===== config.mk =====
export PLATFORM = sky130hd
export DESIGN_NAME = amrc_top
export DESIGN_NICKNAME = d
export VERILOG_FILES = /design/src/amrc_pkg.sv /design/src/amrc_step_timer.sv /design/src/amrc_top.sv
export SDC_FILE = /design/constraint.sdc
export NUM_CORES = 1
export LEC_CHECK = 0
export BUFFER_PORTS_ARGS = -buffer_cell sky130_fd_sc_hd__buf_4
export CAP_MARGIN = 20
export CORE_ASPECT_RATIO = 1.75
export CORE_MARGIN = 2
export CORE_UTILIZATION = 60
export DETAILED_ROUTE_END_ITERATION = 8
export PLACE_DENSITY = 0.87
export SYNTH_ARGS = -nofsm -noshare
export SYNTH_HDL_FRONTEND = slang
export SYNTH_SLANG_ARGS = --single-unit

===== constraint.sdc =====
create_clock -name i_clk -period 3.5 [get_ports i_clk]
set_input_delay 0.525 -clock i_clk [delete_from_list [all_inputs] [get_ports i_clk]]
set_output_delay 0.525 -clock i_clk [all_outputs]
set_load 0.02 [all_outputs]

===== src/amrc_pkg.sv =====
// constants and types for the converter mode and reference control
// What this block does
// - the option bit and rate field together pick one of eight modes.
// - each conversion measures all inputs, then calibrates each channel.
// - the fast mode uses the smallest oversampling ratio, corner 27kHz.
// - the filtered mode uses the largest oversampling ratio, corner 26Hz.
// - six middle modes sit at 13.5kHz, 6.8kHz, 3.4kHz, 1.7kHz, 845Hz and 422Hz.
// - a command taken in standby waits the reference warm-up time first.
// - with the hold bit set the reference stays up and the core goes ready.
// - a command taken in the ready state starts with no warm-up.
// - after conversions the core goes ready if hold is set, else standby.
// - only conversion or diagnostic commands start measuring.
package amrc_pkg;
  typedef enum logic [2:0] {
    AMRC_M27K, AMRC_M14K, AMRC_M7K, AMRC_M3K,
    AMRC_M2K, AMRC_M1K, AMRC_M422, AMRC_M26
  } amrc_mode_e;
  typedef enum logic [1:0] {
    AMRC_CMD_OTHER, AMRC_CMD_CONV, AMRC_CMD_DIAG
  } amrc_cmd_e;
  localparam int AMRC_CLK_MHZ = 100;
  localparam int AMRC_WARMUP_US = 4400;
  localparam int AMRC_WARMUP_CYC = AMRC_WARMUP_US * AMRC_CLK_MHZ;
  localparam int AMRC_CNT_W = 32;
  // per-mode cycle counts for one input or calibration step (simulation scale)
  localparam int AMRC_OSR_BASE = 4;
  localparam int AMRC_OPT_BIT = 0;
  localparam logic [23:0] AMRC_MODE_TABLE = {
    AMRC_M2K, AMRC_M26, AMRC_M422, AMRC_M14K,
    AMRC_M1K, AMRC_M3K, AMRC_M7K, AMRC_M27K
  };
  localparam logic [15:0] AMRC_CORNER_HZ [8] = '{
    16'h6978, 16'h34BC, 16'h1A90, 16'h0D48,
    16'h06A4, 16'h034D, 16'h01A6, 16'h001A
  };
endpackage : amrc_pkg


===== src/amrc_step_timer.sv =====
// step timer: counts one oversampled step per mode
`timescale 1ns/1ps
module amrc_step_timer #(
  parameter int BASE = 4
) (
  input wire logic i_clk,
  input wire logic i_arst_n,
  input wire logic i_ce,
  input wire logic i_start,
  input wire logic [2:0] i_mode,
  output logic o_done
);
  import amrc_pkg::*;
  typedef struct packed {
    logic [15:0] cnt;
    logic run;
    logic done;
  } amrc_tmr_s;
  amrc_tmr_s st_r;
  amrc_tmr_s st_nxt;
  logic [15:0] len;
  // ratio doubles per mode, fast shortest
  assign len = 16'(BASE) << i_mode;
  always_comb begin
    st_nxt = st_r;
    st_nxt.done = 1'b0;
    if (i_start) begin
      st_nxt.run = 1'b1;
      st_nxt.cnt = len - 16'h0001;
    end else if (st_r.run) begin
      if (st_r.cnt == 16'h0000) begin
        st_nxt.run = 1'b0;
        st_nxt.done = 1'b1;
      end else begin
        st_nxt.cnt = st_r.cnt - 16'h0001;
      end
    end
  end
  always_ff @(posedge i_clk or negedge i_arst_n) begin
    if (!i_arst_n) begin
      st_r <= '0;
    end else if (i_ce) begin
      st_r <= st_nxt;
    end
  end
  assign o_done = st_r.done;
endmodule : amrc_step_timer


===== src/amrc_top.sv =====
// core state sequencing for converter mode and reference warm-up
`timescale 1ns/1ps
module amrc_top #(
  parameter int WARMUP_CYC = amrc_pkg::AMRC_WARMUP_CYC,
  parameter int N_INPUTS = 6,
  parameter int OSR_BASE = amrc_pkg::AMRC_OSR_BASE
) (
  input wire logic i_clk,
  input wire logic i_arst_n,
  input wire logic i_ce,
  input wire logic i_sleep,
  input wire logic i_cmd_valid,
  input wire amrc_pkg::amrc_cmd_e i_cmd_kind,
  input wire logic [1:0] i_rate_select_field,
  input wire logic [7:0] i_config_byte_zero,
  input wire logic i_reference_hold_bit,
  output logic o_ref_on,
  output logic o_reference_ready_state,
  output logic o_measuring,
  output logic o_calibrating,
  output logic o_conv_done,
  output logic [2:0] o_mode,
  output logic [15:0] o_corner_hz
);
  import amrc_pkg::*;
  typedef enum logic [2:0] {
    ST_STANDBY, ST_WARMUP, ST_REFRDY, ST_MEAS, ST_CAL
  } amrc_state_e;
  typedef struct packed {
    amrc_state_e state;
    logic [AMRC_CNT_W-1:0] wcnt;
    logic [7:0] step;
    logic [2:0] mode;
    logic go;
    logic pend;
    logic done;
  } amrc_core_s;
  amrc_core_s st_r;
  amrc_core_s st_nxt;
  logic step_done;
  logic is_adc;
  logic [2:0] sel_mode;

  assign is_adc = i_cmd_valid &&
    (i_cmd_kind == AMRC_CMD_CONV || i_cmd_kind == AMRC_CMD_DIAG);
  // option bit and rate index one table
  assign sel_mode = AMRC_MODE_TABLE[3*{i_config_byte_zero[AMRC_OPT_BIT],
    i_rate_select_field} +: 3];

  amrc_step_timer #(
    .BASE(OSR_BASE)
  ) u_tmr (
    .i_clk(i_clk),
    .i_arst_n(i_arst_n),
    .i_ce(i_ce),
    .i_start(st_r.go),
    .i_mode(st_r.mode),
    .o_done(step_done)
  );

  always_comb begin
    st_nxt = st_r;
    st_nxt.go = 1'b0;
    st_nxt.done = 1'b0;
    case (st_r.state)
      ST_STANDBY: begin
        if (is_adc || i_reference_hold_bit) begin
          st_nxt.state = ST_WARMUP;
          st_nxt.wcnt = AMRC_CNT_W'(WARMUP_CYC - 1);
          st_nxt.pend = is_adc;
          st_nxt.mode = is_adc ? sel_mode : st_r.mode;
        end
      end
      ST_WARMUP: begin
        if (is_adc) begin
          st_nxt.pend = 1'b1;
          st_nxt.mode = sel_mode;
        end
        if (st_r.wcnt == '0) begin
          if (st_r.pend || is_adc) begin
            st_nxt.state = ST_MEAS;
            st_nxt.step = 8'h00;
            st_nxt.go = 1'b1;
            st_nxt.pend = 1'b0;
          end else begin
            st_nxt.state = ST_REFRDY;
          end
        end else begin
          st_nxt.wcnt = st_r.wcnt - 1'b1;
        end
      end
      ST_REFRDY: begin
        if (is_adc) begin
          st_nxt.state = ST_MEAS;
          st_nxt.mode = sel_mode;
          st_nxt.step = 8'h00;
          st_nxt.go = 1'b1;
        end else if (!i_reference_hold_bit) begin
          st_nxt.state = ST_STANDBY;
        end
      end
      ST_MEAS, ST_CAL: begin
        if (step_done) begin
          if (st_r.step == 8'(N_INPUTS - 1)) begin
            st_nxt.step = 8'h00;
            if (st_r.state == ST_MEAS) begin
              st_nxt.state = ST_CAL;
              st_nxt.go = 1'b1;
            end else begin
              st_nxt.done = 1'b1;
              st_nxt.state = i_reference_hold_bit ? ST_REFRDY : ST_STANDBY;
            end
          end else begin
            st_nxt.step = st_r.step + 8'h01;
            st_nxt.go = 1'b1;
          end
        end
      end
      default: st_nxt.state = ST_STANDBY;
    endcase
  end

  // sleep forces defaults, like reset
  always_ff @(posedge i_clk or negedge i_arst_n) begin
    if (!i_arst_n) begin
      st_r <= '0;
    end else if (i_ce) begin
      if (i_sleep) begin
        st_r <= '0;
      end else begin
        st_r <= st_nxt;
      end
    end
  end

  assign o_ref_on = st_r.state != ST_STANDBY;
  assign o_reference_ready_state = st_r.state == ST_REFRDY;
  assign o_measuring = st_r.state == ST_MEAS;
  assign o_calibrating = st_r.state == ST_CAL;
  assign o_conv_done = st_r.done;
  assign o_mode = st_r.mode;
  assign o_corner_hz = AMRC_CORNER_HZ[st_r.mode];

  a_other_cmd_keep: assert property (
    @(posedge i_clk) disable iff (!i_arst_n)
    (i_ce && !i_sleep && st_r.state == ST_STANDBY && !is_adc
     && !i_reference_hold_bit) |=> st_r.state == ST_STANDBY)
    else $error("non-adc command changed state");
  a_standby_warm: assert property (
    @(posedge i_clk) disable iff (!i_arst_n)
    (i_ce && !i_sleep && st_r.state == ST_STANDBY && is_adc)
    |=> st_r.state == ST_WARMUP)
    else $error("command from standby skipped warm-up");
  a_ready_direct: assert property (
    @(posedge i_clk) disable iff (!i_arst_n)
    (i_ce && !i_sleep && st_r.state == ST_REFRDY && is_adc)
    |=> st_r.state == ST_MEAS && st_r.go)
    else $error("ready state did not start at once");
  a_cal_after_meas: assert property (
    @(posedge i_clk) disable iff (!i_arst_n)
    (st_r.state == ST_CAL) |-> $past(st_r.state) inside {ST_MEAS, ST_CAL})
    else $error("calibration without measurement");
  a_done_target: assert property (
    @(posedge i_clk) disable iff (!i_arst_n)
    (st_r.done && $past(i_ce)) |-> st_r.state ==
      ($past(i_reference_hold_bit) ? ST_REFRDY : ST_STANDBY))
    else $error("bad state after conversion");
  a_hold_ready: assert property (
    @(posedge i_clk) disable iff (!i_arst_n)
    (i_ce && !i_sleep && st_r.state == ST_WARMUP && st_r.wcnt == '0
     && !st_r.pend && !is_adc) |=> st_r.state == ST_REFRDY)
    else $error("held reference did not reach ready");
  a_mode_table: assert property (
    @(posedge i_clk) disable iff (!i_arst_n)
    (i_ce && !i_sleep && st_r.state == ST_REFRDY && is_adc)
    |=> st_r.mode == $past(sel_mode))
    else $error("mode not taken from table");
  a_fast_corner: assert property (
    @(posedge i_clk) disable iff (!i_arst_n)
    (o_mode == AMRC_M27K) |-> o_corner_hz == 16'h6978)
    else $error("fast corner wrong");
  a_filt_corner: assert property (
    @(posedge i_clk) disable iff (!i_arst_n)
    (o_mode == AMRC_M26) |-> o_corner_hz == 16'h001A)
    else $error("filtered corner wrong");
  a_mid_corner: assert property (
    @(posedge i_clk) disable iff (!i_arst_n)
    (o_mode == AMRC_M1K) |-> o_corner_hz == 16'h034D)
    else $error("845Hz corner wrong");
  a_warm_hold: assert property (
    @(posedge i_clk) disable iff (!i_arst_n)
    (i_ce && !i_sleep && st_r.state == ST_WARMUP && st_r.wcnt != '0)
    |=> st_r.state == ST_WARMUP)
    else $error("warm-up cut short");
  a_meas_to_cal: assert property (
    @(posedge i_clk) disable iff (!i_arst_n)
    (i_ce && !i_sleep && st_r.state == ST_MEAS && step_done
     && st_r.step == 8'(N_INPUTS - 1)) |=> st_r.state == ST_CAL)
    else $error("no calibration after inputs");
  a_done_after_cal: assert property (
    @(posedge i_clk) disable iff (!i_arst_n)
    (st_r.done && $past(i_ce)) |-> $past(st_r.state) == ST_CAL)
    else $error("done without calibration");
  a_busy_ignore: assert property (
    @(posedge i_clk) disable iff (!i_arst_n)
    (i_ce && !i_sleep && st_r.state == ST_MEAS && !step_done)
    |=> st_r.state == ST_MEAS && st_r.mode == $past(st_r.mode))
    else $error("busy core changed state or mode");
  a_mode_standby: assert property (
    @(posedge i_clk) disable iff (!i_arst_n)
    (i_ce && !i_sleep && st_r.state == ST_STANDBY && is_adc)
    |=> st_r.mode == $past(sel_mode))
    else $error("standby mode not taken from table");
endmodule : amrc_top


==> results.tsv <==
stage	metric	value	unit
logic_synthesis	synth-edff-count	0	
clock_network	clk_latency	0.34	ns
routing	wl_met2	6150	µm
sta	finalHoldViolations	0	
clock_network	postCtsSetupBuffers	0	
worst_setup_path	required	3.73	ns
clock_network	ctsHoldBuffers	0	
finish	syn2layout_area_growth	11.5	%
finish	fillers	581	
routing	wl_met3	469	µm
clock_network	clkSlewWorstSetupHoldPaths	0.05	ns
floorplan	start_util	0.617	
power	cellPowerDensity	700	mW/mm²
logic_synthesis	netlist_instances	540	
clock_network	cts_buffers	9	
sta	rsz0062_at_grt	no	
logic_synthesis	ys.flop_type	dfrtp_1	
clock_network	ctsResizeCount	0	
logic_synthesis	ys_seq_area_frac	0.379	
power	irDropWorstVdd	0.000435	V
global_routing	grt_pass1_vias	4051	
sta	slew_headroom	0.410	
floorplan	dieArea	0.00811	mm²
clock_network	cts_root_buf	clkbuf_16	
sta	fin_crit	3.12	ns
sta	worstMarginPinSlew	0.884	ns
routing	viasPerCell	6.65	
logic_synthesis	synth-async-reset-ratio	1.00	
clock_network	htreeDepth	3	
finish	final_common_cell	dfrtp_1	
global_routing	antenna_found_initial	0	
status	status	finished clean	
place	dp.final_hpwl	7710	µm
floorplan	die_h	118	µm
sta	setup_violations	0	
worst_setup_path	crit_chain	inv_1, ha_1, or4b_1, nor3_1, a311o_2, o211ai_1, or2_0, o41ai_1	
logic_synthesis	yosysTopAreaCell	dfrtp_1	
worst_setup_path	critPathBufInv	1	
routing	drc	0	
global_routing	grt_usage	0.292	
finish	drive_above_1_share	0.111	
routing	routed-via-count	4292	
routing	wirelength	11300	µm
routing	wl_per_cell	17.5	µm
logic_synthesis	synth-seq-cells	67	
worst_setup_path	path_class	reg2reg	
clock_network	cts_sinks	67	
worst_setup_path	cp-start-kind	flop	
logic_synthesis	netlist.area_leader.share	0.379	
floorplan	ios	42	
place	place_congestion	0.863	
floorplan	core	0.00718	mm²
place	place_inst	629	
worst_setup_path	cpMaxStageDelayCell	or4b_1	
sta	finClkSkew	0.00373	ns
clock_network	tritoncts	built	
worst_setup_path	path_max_fanout	11	
finish	n_antenna_cell	0	
worst_setup_path	cpPeakStageDelay	0.54	ns
global_routing	grt-ovfl-total	0	
routing	drtPass1Iterations	5	
min_path	worstHoldPathType	in2async	
power	p_leak	2.13	nW
sta	max_freq	320	MHz
routing	ant_nets	0	
finish	final_cell_count_no_fill	645	
sta	period_share	0.892	
logic_synthesis	synthTopCellsByArea	dfrtp_1 38%, o21ai_0 5.4%, a21oi_1 5.0%	
worst_setup_path	critPathCaptureType	flop	
logic_synthesis	syn-cell-area	0.00443	mm²
sta	drv_slew	0	
routing	top_layer	met4	
flow_run	cap_violations	0	
place	io_buffer_count	33	
worst_setup_path	cp.arrival	3.35	ns
floorplan	rows	41	
clock_network	cts.path.max_buffers	2	
floorplan	die_w	69.0	µm
routing	drt_iter0_markers	348	
worst_setup_path	critPathTopFamily	simple AND/OR/NAND/NOR gates	
finish	nets	585	
global_routing	grt_max_degree	68	
sta	setup-tns-final	0	ns
logic_synthesis	ys_warn_count	0	
logic_synthesis	synth_fp_nets	571	
routing	met1_length	4230	µm
global_routing	grt_pass1_wl	18400	µm
logic_synthesis	syn_area_per_cell	8.20	µm²
finish	mostFrequentLayoutCells	67 x dfrtp_1, 50 x nand2_1, 50 x nor2_1	
logic_synthesis	synth_cell_type_count	62	
report_power, final:
group / leakage [nW] / switching [mW] / internal [mW]
combinational: 1.11 / 0.872 / 0.535
clock: 0.137 / 0.325 / 0.516
sequential: 0.893 / 0.252 / 0.954
total: 2.13 / 1.45 / 2.00
kinds of logic after synthesis:
kind of cell / count (synthesis) / synth area share
and+or+nand+nor: 218 / 0.255
AOI/OAI and AO/OA: 171 / 0.247
other: 1 / 0.000847
buffers and inverters: 56 / 0.0534
muxes: 4 / 0.00904
xor gates and xnor gates: 10 / 0.0198
DFF: 67 / 0.379
adders and majority gates: 13 / 0.0367
flip-flops by register name, summed over array words and instances (netlist names):
signal and flops:
u_tmr.o_done 1, o_conv_done 1, st_r 45, o_mode 3, u_tmr.st_r 17
stage by stage:
stage	worst slack, ns	utilization	total power [mW]	hold WS, ns	cell area, µm²
6_report	0.377	0.688	3.45	0.268	4940
5_1_grt	0.179	0.688	3.68	0.386	4940
4_1_cts	0.368	0.688	3.43	0.335	4940
3_5_place_dp	0.428	0.649	2.57	0.481	4660
3_3_place_gp	0.530	0.649	2.52	0.463	4660
2_1_floorplan	0.928	-	2.20	0.229	4430
routing by layer:
| layer | global-route usage | up-vias |
|---|---|---|
| li1 | - | 2014 |
| met1 | 0.325 | 2089 |
| met2 | 0.490 | 148 |
| met3 | 0.0621 | 41 |
| met4 | 0.164 | 0 |
| met5 | 0 | - |
cells in the mapped netlist, types with 4 or more instances:
| cell type | n |
|---|---|
| a21o_1 | 5 |
| a21oi_1 | 44 |
| a22o_1 | 8 |
| a31oi_1 | 12 |
| a41oi_1 | 6 |
| and3_1 | 5 |
| buf_4 | 4 |
| clkbuf_1 | 26 |
| dfrtp_1 | 67 |
| ha_1 | 13 |
| inv_1 | 22 |
| mux2i_1 | 4 |
| nand2_1 | 50 |
| nand2b_1 | 9 |
| nand3_1 | 14 |
| nand3b_1 | 4 |
| nand4b_1 | 4 |
| nor2_1 | 50 |
| nor2b_1 | 6 |
| nor3_1 | 21 |
| nor4_1 | 7 |
| o21ai_0 | 48 |
| o22a_1 | 10 |
| o31ai_1 | 12 |
| o41ai_1 | 6 |
| or2_2 | 4 |
| or3_1 | 18 |
| or4_1 | 8 |
| xnor2_1 | 6 |
| xor2_1 | 4 |
worst reg2reg max path, delay by kind of cell, from the launching register on:
| family | cells | cell delay (ns) |
|---|---|---|
| AO/OA/AOI/OAI | 3 | 1.00 |
| buffers and inverters | 1 | 0.10 |
| adder cells (fa/ha/maj) | 1 | 0.21 |
| AND/OR/NAND/NOR | 3 | 1.31 |
| flip-flops | 1 | 0.40 |
final cells by class:
type	instances	area (µm²)	share of cell area
clock buffers	14	264	0.0535
clock inverters	2	10.0	0.00203
inverters	22	82.6	0.0167
multi-input cells	417	2520	0.510
flip-flops and latches	67	1680	0.339
well taps	86	108	0.0218
repair buffers	37	278	0.0562
worst paths after layout:
kind	from	endpoint	slack, ns	depth (start not counted)
max in group asynchronous	i_arst_n	st_r[48]	2.61	1
hold reg to reg	st_r[1]	st_r[1]	0.50	2
min in group i_clk	st_r[1]	st_r[1]	0.50	2
hold / removal	i_arst_n	st_r[35]	0.27	1
setup reg to reg	st_r[14]	st_r[11]	0.38	8
setup / recovery	st_r[14]	st_r[11]	0.38	8
Power figures use the tool's default switching activity.
